==> src/logic/smc_pkg.sv <==
package smc_pkg;
   // =====================================================
   // Register map
   localparam logic [3:0] SMC_ADDR_CTRL   = 4'h0;
   localparam logic [3:0] SMC_ADDR_SETTLE = 4'h1;
   localparam logic [3:0] SMC_ADDR_STAT   = 4'h2;
   localparam logic [3:0] SMC_ADDR_INTR   = 4'h3;
   localparam int         SMC_BIT_LSTOP   = 0;
   localparam int         SMC_STAT_W      = 6;
   // =====================================================
   // Settle selections and reset values
   localparam int         SMC_SEL_W       = 3;
   localparam int         SMC_CNT_W       = 16;
   localparam logic [2:0] SMC_SETTLE_RST  = 3'h4;
   localparam logic [3:0] SMC_SEL_BASE    = 4'h4;
   localparam int         SMC_START_NS    = 64;
   localparam int         SMC_CLK_NS      = 8;
   localparam logic [7:0] SMC_START_CYC   =
      8'((SMC_START_NS + SMC_CLK_NS - 1) / SMC_CLK_NS);
   localparam int         SMC_IRQ_W       = 8;
   // =====================================================
   // States
   typedef enum logic [4:0] {
      SMC_RUN   = 5'h01,
      SMC_HALT  = 5'h02,
      SMC_STOP  = 5'h04,
      SMC_START = 5'h08,
      SMC_WAIT  = 5'h10
   } smc_state_e;
endpackage

==> src/logic/smc_top.sv <==
// Notes on behaviour
// - Low osc stop only if option allows
// - Running low osc keeps running in stop
// - Settle count starts after oscillation begins
// - Reset settle time comes from option
// - Pending unmasked interrupt blocks or ends standby
//
// Decided for this implementation: the register addresses and the strobed register port.
`timescale 1ns/1ns
module smc_top
   import smc_pkg::*;
(
   input  wire logic                 clk_sys,
   input  wire logic                 rst_n,
   input  wire logic [3:0]           addr,
   input  wire logic [7:0]           wdata,
   input  wire logic                 wr,
   input  wire logic                 rd,
   output logic      [7:0]           rdata,
   input  wire logic                 opt_low_osc_soft,
   input  wire logic [SMC_SEL_W-1:0] opt_settle_sel,
   input  wire logic                 cpu_halt_req,
   input  wire logic                 cpu_stop_req,
   input  wire logic                 osc_started,
   input  wire logic [SMC_IRQ_W-1:0] irq_flag,
   input  wire logic [SMC_IRQ_W-1:0] irq_mask,
   output logic                      cpu_clk_en,
   output logic                      main_osc_en,
   output logic                      low_osc_en,
   output logic                      standby_exit
);
   // =====================================================
   // Registers and state
   smc_state_e           state_ff;
   smc_state_e           nxt_state;
   logic                 low_osc_stop_request_ff;
   logic [SMC_SEL_W-1:0] osc_settle_select_ff;
   logic                 boot_ff;
   logic                 wake;
   logic                 settle_done;
   logic                 settle_load;
   logic [SMC_SEL_W-1:0] settle_sel;
   logic                 low_osc_run;

   smc_wake_detect u_wake (
      .irq_flag (irq_flag),
      .irq_mask (irq_mask),
      .wake     (wake)
   );

   smc_settle_cnt u_cnt (
      .clk_sys (clk_sys),
      .rst_n   (rst_n),
      .load    (settle_load),
      .sel     (settle_sel),
      .done    (settle_done)
   );

   // =====================================================
   // Register writes
   always_ff @(posedge clk_sys or negedge rst_n) begin
      if (!rst_n) begin
         low_osc_stop_request_ff <= 1'b0;
         osc_settle_select_ff    <= SMC_SETTLE_RST;
      end else if (wr) begin
         if (addr == SMC_ADDR_CTRL) begin
            low_osc_stop_request_ff <= wdata[SMC_BIT_LSTOP];
         end
         if (addr == SMC_ADDR_SETTLE) begin
            osc_settle_select_ff <= wdata[SMC_SEL_W-1:0];
         end
      end
   end

   // Boot wait pending after reset
   always_ff @(posedge clk_sys or negedge rst_n) begin
      if (!rst_n) begin
         boot_ff <= 1'b1;
      end else if (state_ff == SMC_WAIT && settle_done) begin
         boot_ff <= 1'b0;
      end
   end

   // Boot uses the option setting
   assign settle_sel = boot_ff ? opt_settle_sel : osc_settle_select_ff;

   // Count loads when oscillation has begun
   assign settle_load = (state_ff == SMC_START) && osc_started;

   // Request honoured only when option permits
   assign low_osc_run = !(low_osc_stop_request_ff && opt_low_osc_soft);

   // =====================================================
   // Standby sequencing
   always_comb begin
      nxt_state = state_ff;
      case (state_ff)
         SMC_RUN: begin
            if (!boot_ff) begin
               if (cpu_stop_req && !wake) begin
                  nxt_state = SMC_STOP;
               end else if (cpu_halt_req && !wake) begin
                  nxt_state = SMC_HALT;
               end
            end else begin
               nxt_state = SMC_START;
            end
         end
         SMC_HALT: begin
            if (wake) begin
               nxt_state = SMC_RUN;
            end
         end
         SMC_STOP: begin
            if (wake) begin
               nxt_state = SMC_START;
            end
         end
         SMC_START: begin
            if (osc_started) begin
               nxt_state = SMC_WAIT;
            end
         end
         SMC_WAIT: begin
            if (settle_done) begin
               nxt_state = SMC_RUN;
            end
         end
         default: nxt_state = SMC_RUN;
      endcase
   end

   always_ff @(posedge clk_sys or negedge rst_n) begin
      if (!rst_n) begin
         state_ff <= SMC_START;
      end else begin
         state_ff <= nxt_state;
      end
   end

   // =====================================================
   // Outputs
   always_ff @(posedge clk_sys or negedge rst_n) begin
      if (!rst_n) begin
         cpu_clk_en   <= 1'b0;
         main_osc_en  <= 1'b1;
         standby_exit <= 1'b0;
      end else begin
         cpu_clk_en   <= (nxt_state == SMC_RUN);
         main_osc_en  <= (nxt_state != SMC_STOP);
         standby_exit <= (state_ff != SMC_RUN) && (nxt_state == SMC_RUN);
      end
   end

   // Low osc state frozen across stop
   always_ff @(posedge clk_sys or negedge rst_n) begin
      if (!rst_n) begin
         low_osc_en <= 1'b1;
      end else if (nxt_state != SMC_STOP || state_ff != SMC_STOP) begin
         if (state_ff == SMC_STOP || nxt_state == SMC_STOP) begin
            low_osc_en <= low_osc_en;
         end else begin
            low_osc_en <= low_osc_run;
         end
      end
   end

   // =====================================================
   // Read port
   always_ff @(posedge clk_sys or negedge rst_n) begin
      if (!rst_n) begin
         rdata <= 8'h00;
      end else if (rd) begin
         case (addr)
            SMC_ADDR_CTRL:   rdata <= {7'h00, low_osc_stop_request_ff};
            SMC_ADDR_SETTLE: rdata <= {5'h00, osc_settle_select_ff};
            SMC_ADDR_STAT:   rdata <= {2'h0, low_osc_en, boot_ff, 4'(state_ff[4:1])};
            SMC_ADDR_INTR:   rdata <= irq_flag & ~irq_mask;
            default:         rdata <= 8'h00;
         endcase
      end else begin
         rdata <= 8'h00;
      end
   end

   // =====================================================
   // Check helpers
   logic [SMC_CNT_W-1:0] chk_wait_ff;
   logic [SMC_CNT_W-1:0] chk_len_ff;

   // Settle length of one selection
   function automatic logic [SMC_CNT_W-1:0] chk_len(input logic [SMC_SEL_W-1:0] s);
      chk_len = SMC_CNT_W'(1) << (SMC_SEL_BASE + 4'(s));
   endfunction

   // Cycles spent in the wait since the load
   always_ff @(posedge clk_sys or negedge rst_n) begin
      if (!rst_n) begin
         chk_wait_ff <= '0;
      end else if (settle_load) begin
         chk_wait_ff <= '0;
      end else if (state_ff == SMC_WAIT) begin
         chk_wait_ff <= chk_wait_ff + SMC_CNT_W'(1);
      end
   end

   // Length the wait should last
   always_ff @(posedge clk_sys or negedge rst_n) begin
      if (!rst_n) begin
         chk_len_ff <= '0;
      end else if (settle_load && boot_ff) begin
         chk_len_ff <= chk_len(opt_settle_sel);
      end else if (settle_load) begin
         chk_len_ff <= chk_len(osc_settle_select_ff);
      end
   end

   // =====================================================
   // Standby checks
   a_stop_blocked: assert property (@(posedge clk_sys) disable iff (!rst_n)
      (state_ff == SMC_RUN && wake) |=> state_ff != SMC_STOP && state_ff != SMC_HALT)
      else $error("standby entered with pending wake");
   a_stop_enter: assert property (@(posedge clk_sys) disable iff (!rst_n)
      (state_ff == SMC_RUN && !boot_ff && cpu_stop_req && !wake) |=>
      state_ff == SMC_STOP && !cpu_clk_en && !main_osc_en)
      else $error("stop request not taken");
   a_halt_enter: assert property (@(posedge clk_sys) disable iff (!rst_n)
      (state_ff == SMC_RUN && !boot_ff && cpu_halt_req && !cpu_stop_req && !wake) |=>
      state_ff == SMC_HALT && !cpu_clk_en && main_osc_en)
      else $error("halt request not taken");
   a_halt_wake: assert property (@(posedge clk_sys) disable iff (!rst_n)
      (state_ff == SMC_HALT && wake) |=> state_ff == SMC_RUN ##1 cpu_clk_en)
      else $error("halt not left on wake");
   a_stop_wake: assert property (@(posedge clk_sys) disable iff (!rst_n)
      (state_ff == SMC_STOP && wake) |=> state_ff == SMC_START)
      else $error("stop not left on wake");
   a_boot_no_standby: assert property (@(posedge clk_sys) disable iff (!rst_n)
      boot_ff |-> state_ff != SMC_STOP && state_ff != SMC_HALT)
      else $error("standby entered during boot wait");

   // =====================================================
   // Clock and settle checks
   a_no_count_early: assert property (@(posedge clk_sys) disable iff (!rst_n)
      (state_ff == SMC_START && !osc_started) |=> state_ff == SMC_START)
      else $error("wait began before oscillation");
   a_clk_gated: assert property (@(posedge clk_sys) disable iff (!rst_n)
      (state_ff == SMC_WAIT && !settle_done) |=> !cpu_clk_en)
      else $error("cpu clock ran during wait");
   a_clk_resume: assert property (@(posedge clk_sys) disable iff (!rst_n)
      (state_ff == SMC_WAIT && settle_done) |=> cpu_clk_en && standby_exit)
      else $error("cpu clock not resumed");
   a_clk_tracks: assert property (@(posedge clk_sys) disable iff (!rst_n)
      cpu_clk_en == (state_ff == SMC_RUN))
      else $error("cpu clock outside run");
   a_exit_once: assert property (@(posedge clk_sys) disable iff (!rst_n)
      standby_exit |=> !standby_exit)
      else $error("exit pulse longer than one cycle");
   a_boot_option: assert property (@(posedge clk_sys) disable iff (!rst_n)
      (state_ff == SMC_WAIT && settle_done && boot_ff) |->
      chk_wait_ff == chk_len_ff - SMC_CNT_W'(1))
      else $error("boot wait not from option");
   a_settle_len: assert property (@(posedge clk_sys) disable iff (!rst_n)
      (state_ff == SMC_WAIT && settle_done && !boot_ff) |->
      chk_wait_ff == chk_len_ff - SMC_CNT_W'(1))
      else $error("stop wait length wrong");
   a_settle_bound: assert property (@(posedge clk_sys) disable iff (!rst_n)
      state_ff == SMC_WAIT |-> chk_wait_ff < chk_len_ff)
      else $error("wait ran past its length");

   // =====================================================
   // Oscillator and port checks
   a_low_osc_hold: assert property (@(posedge clk_sys) disable iff (!rst_n)
      (state_ff == SMC_STOP && $past(state_ff) == SMC_STOP) |-> $stable(low_osc_en))
      else $error("low osc changed in stop");
   a_low_osc_entry: assert property (@(posedge clk_sys) disable iff (!rst_n)
      (state_ff != SMC_STOP && nxt_state == SMC_STOP) |=> $stable(low_osc_en))
      else $error("low osc changed on stop entry");
   a_low_osc_lock: assert property (@(posedge clk_sys) disable iff (!rst_n)
      (!opt_low_osc_soft && state_ff == SMC_RUN && $past(state_ff) == SMC_RUN) ##1
      state_ff == SMC_RUN |-> low_osc_en)
      else $error("low osc stopped while locked");
   a_low_osc_free: assert property (@(posedge clk_sys) disable iff (!rst_n)
      (state_ff != SMC_STOP && nxt_state != SMC_STOP) |=> low_osc_en == $past(low_osc_run))
      else $error("low osc not following request");
   a_main_osc_stop: assert property (@(posedge clk_sys) disable iff (!rst_n)
      main_osc_en == (state_ff != SMC_STOP))
      else $error("main osc state wrong");
   a_main_osc_wake: assert property (@(posedge clk_sys) disable iff (!rst_n)
      (state_ff == SMC_STOP && wake) |=> main_osc_en)
      else $error("main osc not restarted on wake");
   a_rdata_idle: assert property (@(posedge clk_sys) disable iff (!rst_n)
      !rd |=> rdata == '0)
      else $error("read data without read");

   // =====================================================
   // Covers
   c_stop_cycle: cover property (@(posedge clk_sys) disable iff (!rst_n)
      state_ff == SMC_STOP ##[1:50] state_ff == SMC_WAIT);
   c_halt_cycle: cover property (@(posedge clk_sys) disable iff (!rst_n)
      state_ff == SMC_HALT ##[1:50] state_ff == SMC_RUN);
   c_boot_done: cover property (@(posedge clk_sys) disable iff (!rst_n)
      $fell(boot_ff));
   c_stop_refused: cover property (@(posedge clk_sys) disable iff (!rst_n)
      state_ff == SMC_RUN && !boot_ff && cpu_stop_req && wake);
   c_low_osc_frozen: cover property (@(posedge clk_sys) disable iff (!rst_n)
      state_ff == SMC_STOP && low_osc_en && !low_osc_run);
endmodule

==> src/logic/smc_settle_cnt.sv <==
`timescale 1ns/1ns
module smc_settle_cnt
   import smc_pkg::*;
(
   input  wire logic                 clk_sys,
   input  wire logic                 rst_n,
   input  wire logic                 load,
   input  wire logic [SMC_SEL_W-1:0] sel,
   output logic                      done
);
   logic [SMC_CNT_W-1:0] cnt_ff;

   // Lengths are 2^(sel+4) cycles
   function automatic logic [SMC_CNT_W-1:0] sel_len(input logic [SMC_SEL_W-1:0] s);
      sel_len = SMC_CNT_W'(1) << (SMC_SEL_BASE + 4'(s));
   endfunction

   always_ff @(posedge clk_sys or negedge rst_n) begin
      if (!rst_n) begin
         cnt_ff <= '0;
      end else if (load) begin
         cnt_ff <= sel_len(sel);
      end else if (cnt_ff != '0) begin
         cnt_ff <= cnt_ff - SMC_CNT_W'(1);
      end
   end

   assign done = (cnt_ff == SMC_CNT_W'(1)) && !load;
endmodule

==> src/logic/smc_wake_detect.sv <==
`timescale 1ns/1ns
module smc_wake_detect
   import smc_pkg::*;
(
   input  wire logic [SMC_IRQ_W-1:0] irq_flag,
   input  wire logic [SMC_IRQ_W-1:0] irq_mask,
   output logic                      wake
);
   // Any set request with clear mask
   assign wake = |(irq_flag & ~irq_mask);
endmodule

==> config.mk <==
export PLATFORM = sky130hd
export DESIGN_NAME = smc_top
export DESIGN_NICKNAME = d
export VERILOG_FILES = /design/src/logic/smc_pkg.sv /design/src/logic/smc_top.sv /design/src/logic/smc_settle_cnt.sv /design/src/logic/smc_wake_detect.sv
export SDC_FILE = /design/constraint.sdc
export NUM_CORES = 1
export LEC_CHECK = 0
export BUFFER_PORTS_ARGS = -buffer_cell sky130_fd_sc_hd__buf_2
export CORE_MARGIN = 2
export CORE_UTILIZATION = 35
export CTS_BUF_LIST = sky130_fd_sc_hd__clkbuf_16
export DETAILED_ROUTE_END_ITERATION = 6
export HOLD_SLACK_MARGIN = 0.05
export PLACE_DENSITY_LB_ADDON = 0.08
export SYNTH_ARGS = -nofsm -noshare
export SYNTH_HDL_FRONTEND = slang
export SYNTH_SLANG_ARGS = --single-unit
==> constraint.sdc <==
create_clock -name clk_sys -period 4.75 [get_ports clk_sys]
set_clock_uncertainty 0.2 [all_clocks]
set_input_delay 0 -clock clk_sys [delete_from_list [all_inputs] [get_ports clk_sys]]
set_output_delay 0 -clock clk_sys [all_outputs]
set_load 0.03 [all_outputs]
After elaboration in Yosys (flattened, before gate mapping)
Cells that the tools add are included.
{ "totals": {"out_inout_bits": 12, "wordCells": 62, "regBits": 38, "in_bits": 39} }
{ "classes": {"add_sub_neg": 2, "bitwise": 3, "n_eq_ne": 14, "reduce_logical": 19, "muxes": 13, "shift": 1} }
{ "op_table": {"columns": ["operator", "n"], "rows": [
  ["5-bit 2-to-1 mux", 7],
  ["16-bit 2-to-1 mux", 2],
  ["8-bit case mux with 4 select lines", 1],
  ["5-bit case mux with 5 select lines", 1],
  ["16-bit by 1-bit == test with 1-bit output, second input constant", 1],
  ["16-bit nonzero test", 1],
  ["1-bit by 4-bit << shifter with 16-bit output, first input constant", 1],
  ["16-bit by 1-bit subtractor with 16-bit output, second input constant", 1],
  ["5-bit by 1-bit == test with 1-bit output, second input constant", 2],
  ["5-bit by 3-bit == test with 1-bit output, second input constant", 2],
  ["5-bit by 3-bit != test with 1-bit output, second input constant", 2],
  ["8-bit AND", 1],
  ["4-bit by 2-bit == test with 1-bit output, second input constant", 2],
  ["8-bit 2-to-1 mux", 1],
  ["8-bit NOT", 1],
  ["8-bit OR reduction", 1],
  ["1-bit logical AND", 7],
  ["2-bit AND reduction", 3],
  ["5-bit by 2-bit == test with 1-bit output, second input constant", 1],
  ["5-bit by 4-bit == test with 1-bit output, second input constant", 1],
  ["5-bit == test, second input constant", 1],
  ["5-bit by 1-bit != test with 1-bit output, second input constant", 1],
  ["3-bit by 3-bit adder with 4-bit output, first input constant", 1],
  ["4-bit by 1-bit == test with 1-bit output, second input constant", 1],
  ["6 further kinds", 9]
]} }

Logic depth before layout (Yosys ltp)
{ "depth": {"depth_word": 13, "depth_mapped": 7, "mapped_depth_nobuf": 7} }

By module
Synthesis repeated with hierarchy kept, for this count alone.
{ "hier_totals": {"hier_cells": 239, "hier_area_um2": 2288.4} }
{ "modules_own_cells": {"columns": ["module", "area_each_um2", "seq_area_each_um2", "instances", "cells_per_inst"], "rows": [
  ["smc_top", 1171.1, 556.8, 1, 110],
  ["smc_settle_cnt", 1054.8, 400.4, 1, 116],
  ["smc_wake_detect", 62.6, 0.0, 1, 13]
]} }

Least setup slack after synthesis
No wires, ideal clock.
{ "synth_path": {"kind": "reg2reg", "start": "reg u_cnt.cnt_ff[0]", "end": "reg u_cnt.cnt_ff[14]", "required_ns": 4.418, "synth_period_minus_slack_ns": 1.945, "n_path_buf": 0, "setup_time_ns": 0.132, "path_stages_with_launch": 8, "slack_ns": 2.805, "arrival_ns": 1.613, "path_cell_list": "dfrtp_1 inv_1 ha_1 or3b_1 nor3_2 nand4_1 xor2_1 nor2_1"} }
{ "synth_between": {"elab_chain_cells": 3, "elab_cells_between_ends": 5, "cone_classes": "1 x add/sub; 2 x mux; 2 x reduce/logical"} }
{ "synth_rtl": {"columns": ["element", "line_no", "text"], "rows": [
  ["start, declared", "smc_settle_cnt.sv:11", "logic [SMC_CNT_W-1:0] cnt_ff;"],
  ["start signal, assigned", "smc_settle_cnt.sv:22", "cnt_ff <= sel_len(sel);"],
  ["start signal, assigned", "smc_settle_cnt.sv:24", "cnt_ff <= cnt_ff - SMC_CNT_W'(1);"],
  ["16-bit by 1-bit subtractor with 16-bit output", "smc_settle_cnt.sv:24", null],
  ["16-bit 2-to-1 mux", "smc_settle_cnt.sv:23", "end else if (cnt_ff != '0) begin"],
  ["16-bit 2-to-1 mux", "smc_settle_cnt.sv:21", "end else if (load) begin"]
]} }
Parallel ways exist; a longest one is shown, timed or not. The select of a mux whose other input is x is not followed.
A chain may end at the register's enable or synchronous reset.

Final worst setup path
{ "layout_path": {"start": "in irq_mask[5]", "end": "reg rdata[5]"} }
{ "layout_between": {"elab_chain_cells": 4} }
{ "layout_rtl": {"columns": ["element", "line_no", "text"], "rows": [
  ["start, declared", "smc_top.sv:26", "input wire logic [SMC_IRQ_W-1:0] irq_mask,"],
  ["8-bit NOT", "smc_top.sv:178", "SMC_ADDR_INTR: rdata <= irq_flag & ~irq_mask;"],
  ["8-bit AND", "smc_top.sv:178", null],
  ["8-bit case mux with 4 select lines", "smc_top.sv:174", "case (addr)"],
  ["8-bit 2-to-1 mux", "smc_top.sv:173", "end else if (rd) begin"],
  ["end signal, assigned", "smc_top.sv:175", "SMC_ADDR_CTRL: rdata <= {7'h00, low_osc_stop_request_ff};"],
  ["end signal, assigned", "smc_top.sv:176", "SMC_ADDR_SETTLE: rdata <= {5'h00, osc_settle_select_ff};"],
  ["end signal, assigned", "smc_top.sv:178", null],
  ["end, declared", "smc_top.sv:19", "output logic [7:0] rdata,"]
]} }
No other way between the ends.

==> out/metrics.yaml <==
cells_and_area:
  area_growth_pct: 38.1
  fillers: 557
  seq_area_um2: 957
  drive_gt1_share_pct: 24.6
  finalNetCount: 338
  multi_input_comb_area_um2: 1120
  final_core_util_pct: 50.1
  final_area_um2: 2970
  antenna_cells: 0
placed_design:
  routabilityCongestion: 0.751
  dp_hpwl_um: 3540
  dpl_cell_area_um2: 2430
  io_buffers: 45
sta:
  setup_violations: 0
  maxSlewViolCount: 0
  worstMarginPinSlew_ns: 0.876
  period_needed_ns: 2.61
  tns_ns: 0
  fin_hold_ws_ns: 0.111
  final_hold_viol_count: 0
  rsz0062_at_grt: "no"
  slew_headroom_pct: 41.6
  period_share_pct: 55.0
  fmax_mhz: 383
global_routing:
  grt_pass1_wl_um: 8590
  grt_antenna_before_repair: 0
  overflow: 0
  grt_max_degree: 39
  grt_use_met1_pct: 22.2
  track_usage_pct: 16.5
  gr-max-usage-layer: "met2"
  met2_usage_pct: 26.5
  use_met3_pct: 4.02
  grt_pass1_vias: 1861
floorplanning:
  start_util_pct: 36.3
  die_area_um2: 6780
  die_h_um: 82.3
  num_rows: 28
  die_x_um: 82.3
  coreArea_um2: 5920
  io_pins: 51
critical_path:
  r2r_setup_slack_ns: 2.29
  crit_chain: "dlygate4sd3_1 > buf_2 > nor2b_1 > dlygate4sd3_1 > mux2i_1 > dlygate4sd3_1 > nor2_1 > dlygate4sd3_1"
  end_kind: "register"
  r2r_cells: 5
  crit_required_ns: 4.77
  r2r-start: "state_ff[1]"
  worstPathArrival_ns: 2.63
  worst_setup_path_start_kind: "input pin"
  path_class: "in2reg"
  cp_max_fo: 2
  crit_slowest_cell: "dlygate4sd3_1"
  slowest_delay_ns: 0.57
  cpMostUsedCell: "dlygate4sd3_1"
  r2r-end: "low_osc_en"
  crit_start: "irq_mask[5]"
yosys:
  synth_compound_area_share_pct: 12.6
  netlist_area_um2: 2150
  synth_mux_area_share_pct: 6.06
  ys_warn_count: 0
  synth-xor-area-share_pct: 4.49
  async_flop_share_pct: 100
  syn-num-nets: 254
  yosys.area_share.adder_pct: 1.75
  synth_edf_count: 0
  synth_top_family_by_area: "simple AND/OR/NAND/NOR gates"
  ys_ff_latch: 38
  synth_ff_type: "dfrtp_1"
  synth_area_per_cell_um2: 10.1
  yosysSeqAreaShare_pct: 44.6
  synthSimpleGateAreaFrac_pct: 27.4
  netlist_instances: 212
  yosysUniqueCellTypes: 56
drt:
  drc: 0
  via_per_inst: 5.09
  vias: 1895
  first_iter_violations: 75
  drtPass1Iterations: 4
  wl_um: 5230
  wl_per_cell_um: 14.1
  final_antenna_net_count: 0
clock_network:
  tritoncts: "built"
  clock_sinks: 38
  clk_path_buf_depth: 2
  cts_setup_buffers: 0
  cts_max_level: 2
  clk_latency_ns: 0.28
  clk_pin_slew_ns: 0.06
  numCtsBuffers: 5
  cts-root-buf: "clkbuf_16"
status:
  status: "finished, final reports clean"
min_path:
  min_to: "rdata[2]"
  holdPathStages: 6
  hold_class: "in2reg"
  worstHoldStart: "irq_mask[2]"
power:
  peakVddDrop_v: 0.000219
  cellLeakagePower_nw: 1.28
  p_per_area_nw_per_um2: 382
job:
  max-cap-violations: 0
## routing by layer
metal / wire length [µm] / vias to the layer above
li1: - / 937
met1: 2520 / 926
met2: 2550 / 28
met3: 129 / 4
met4: 32 / 0
met5: 0 / -
## area by class of cell
class                      instances  share of cell area (%)
clock inverter                     3                   0.464
tap                               75                    3.16
sequential                        38                    32.3
inverter                           7                   0.886
timing repair buffer              85                    21.1
multi-input combinational        159                    37.9
clock buffer                       5                    4.22
## where the power goes
part | total [mW] | internal, mW | switching (mW) | leakage (nW)
logic | 0.324 | 0.167 | 0.157 | 0.752
registers | 0.491 | 0.395 | 0.0964 | 0.458
clock network | 0.319 | 0.191 | 0.128 | 0.0748
## cells in the final DEF (no fill, tap or decap), types with 2 or more instances in the layout
master / count
buf_2: 45
dlygate4sd3_1: 40
dfrtp_1: 33
nor2_1: 21
nand2_1: 15
inv_1: 8
nor2b_1: 8
a21oi_1: 7
xor2_1: 7
nand3_1: 6
nand3b_1: 6
o22ai_1: 6
mux2_2: 5
dfstp_2: 5
clkbuf_16: 5
nor3_1: 4
nand2b_1: 4
nand4_1: 4
mux2i_1: 4
o21ai_0: 4
xnor2_1: 4
a31oi_1: 3
o32ai_1: 3
and3_1: 3
a21o_1: 3
ha_1: 3
a22oi_1: 2
nor4_4: 2
o21a_1: 2
o21bai_1: 2
nor3b_1: 2
and4_1: 2
o21ai_1: 2
or3_1: 2
nand4b_1: 2
clkinv_2: 2
## critical path: cells and delay by family
kind,cells,cell delay [ns]
AND/OR/NAND/NOR,2,0.22
buffers and inverters,5,2.34
multiplexers,1,0.07
## sequential cells by signal, indices dropped and copies added (netlist names)
signal,count
low_osc_en,1
main_osc_en,1
standby_exit,1
cpu_clk_en,1
state_ff,5
boot_ff,1
low_osc_stop_request_ff,1
osc_settle_select_ff,3
rdata,8
u_cnt.cnt_ff,16
## logic make-up after synthesis
logic type	Yosys count
buffers and inverters	15
adder cells (fa/ha/maj)	3
AND/OR/NAND/NOR	94
flip-flops	38
multiplexers	11
XOR/XNOR	11
AO/OA/AOI/OAI	40
## cells in the mapped netlist, types with 2 or more instances
master	count	area [µm²]
nor2b_1	8	50.1
nor3_1	4	20.0
nand3_1	6	30.0
buf_4	2	15.0
buf_2	2	10.0
o32ai_1	3	26.3
o21ai_0	4	20.0
nand3b_1	6	45.0
a22oi_1	2	15.0
nor3b_1	2	15.0
o22ai_1	6	37.5
dfrtp_1	33	826
or3_1	2	12.5
and3_1	3	18.8
o21a_1	2	15.0
o21bai_1	2	15.0
xnor2_1	4	35.0
a21oi_1	7	35.0
xor2_1	7	61.3
o21ai_1	2	10.0
a21o_1	3	22.5
dfstp_2	5	131
nand2_1	15	56.3
a31oi_1	3	18.8
ha_1	3	37.5
nand2b_1	4	25.0
clkbuf_1	4	15.0
nor4_4	2	42.5
and4_1	2	17.5
nor2_1	21	78.8
nand4b_1	2	17.5
mux2i_1	4	40.0
inv_1	7	26.3
nand4_1	4	25.0
mux2_2	5	56.3
## how the worst max path moves through the flow
stage | endpoint | slack (ns) | cells after the start
4_1_cts | rdata[4] | 2.17 | 8
3_3_place_gp | u_cnt.cnt_ff[10] | 2.42 | 5
5_1_grt | rdata[5] | 2.04 | 8
2_1_floorplan | u_cnt.cnt_ff[14] | 2.81 | 7
3_5_place_dp | u_cnt.cnt_ff[10] | 2.41 | 5
6_report | rdata[5] | 2.14 | 8
## through the flow
| step | power (mW) | worst slack [ns] | cells |
|---|---|---|---|
| 4_1_cts | 1.14 | 2.17 | 372 |
| 6_report | 1.13 | 2.14 | 372 |
| 2_1_floorplan | 0.702 | 2.81 | 212 |
| 3_3_place_gp | 0.783 | 2.42 | 324 |
| 3_5_place_dp | 0.785 | 2.41 | 324 |
| 5_1_grt | 1.21 | 2.04 | 372 |
## repair_timing
| item | in CTS | in global routing |
|---|---|---|
| gates resized for setup | 0 | 0 |
| endpoints found under the hold margin | 61 | 0 |
| hold buffers | 40 | 0 |
| setup endpoints to repair | 0 | 0 |
(Power assumes the default switching activity.)
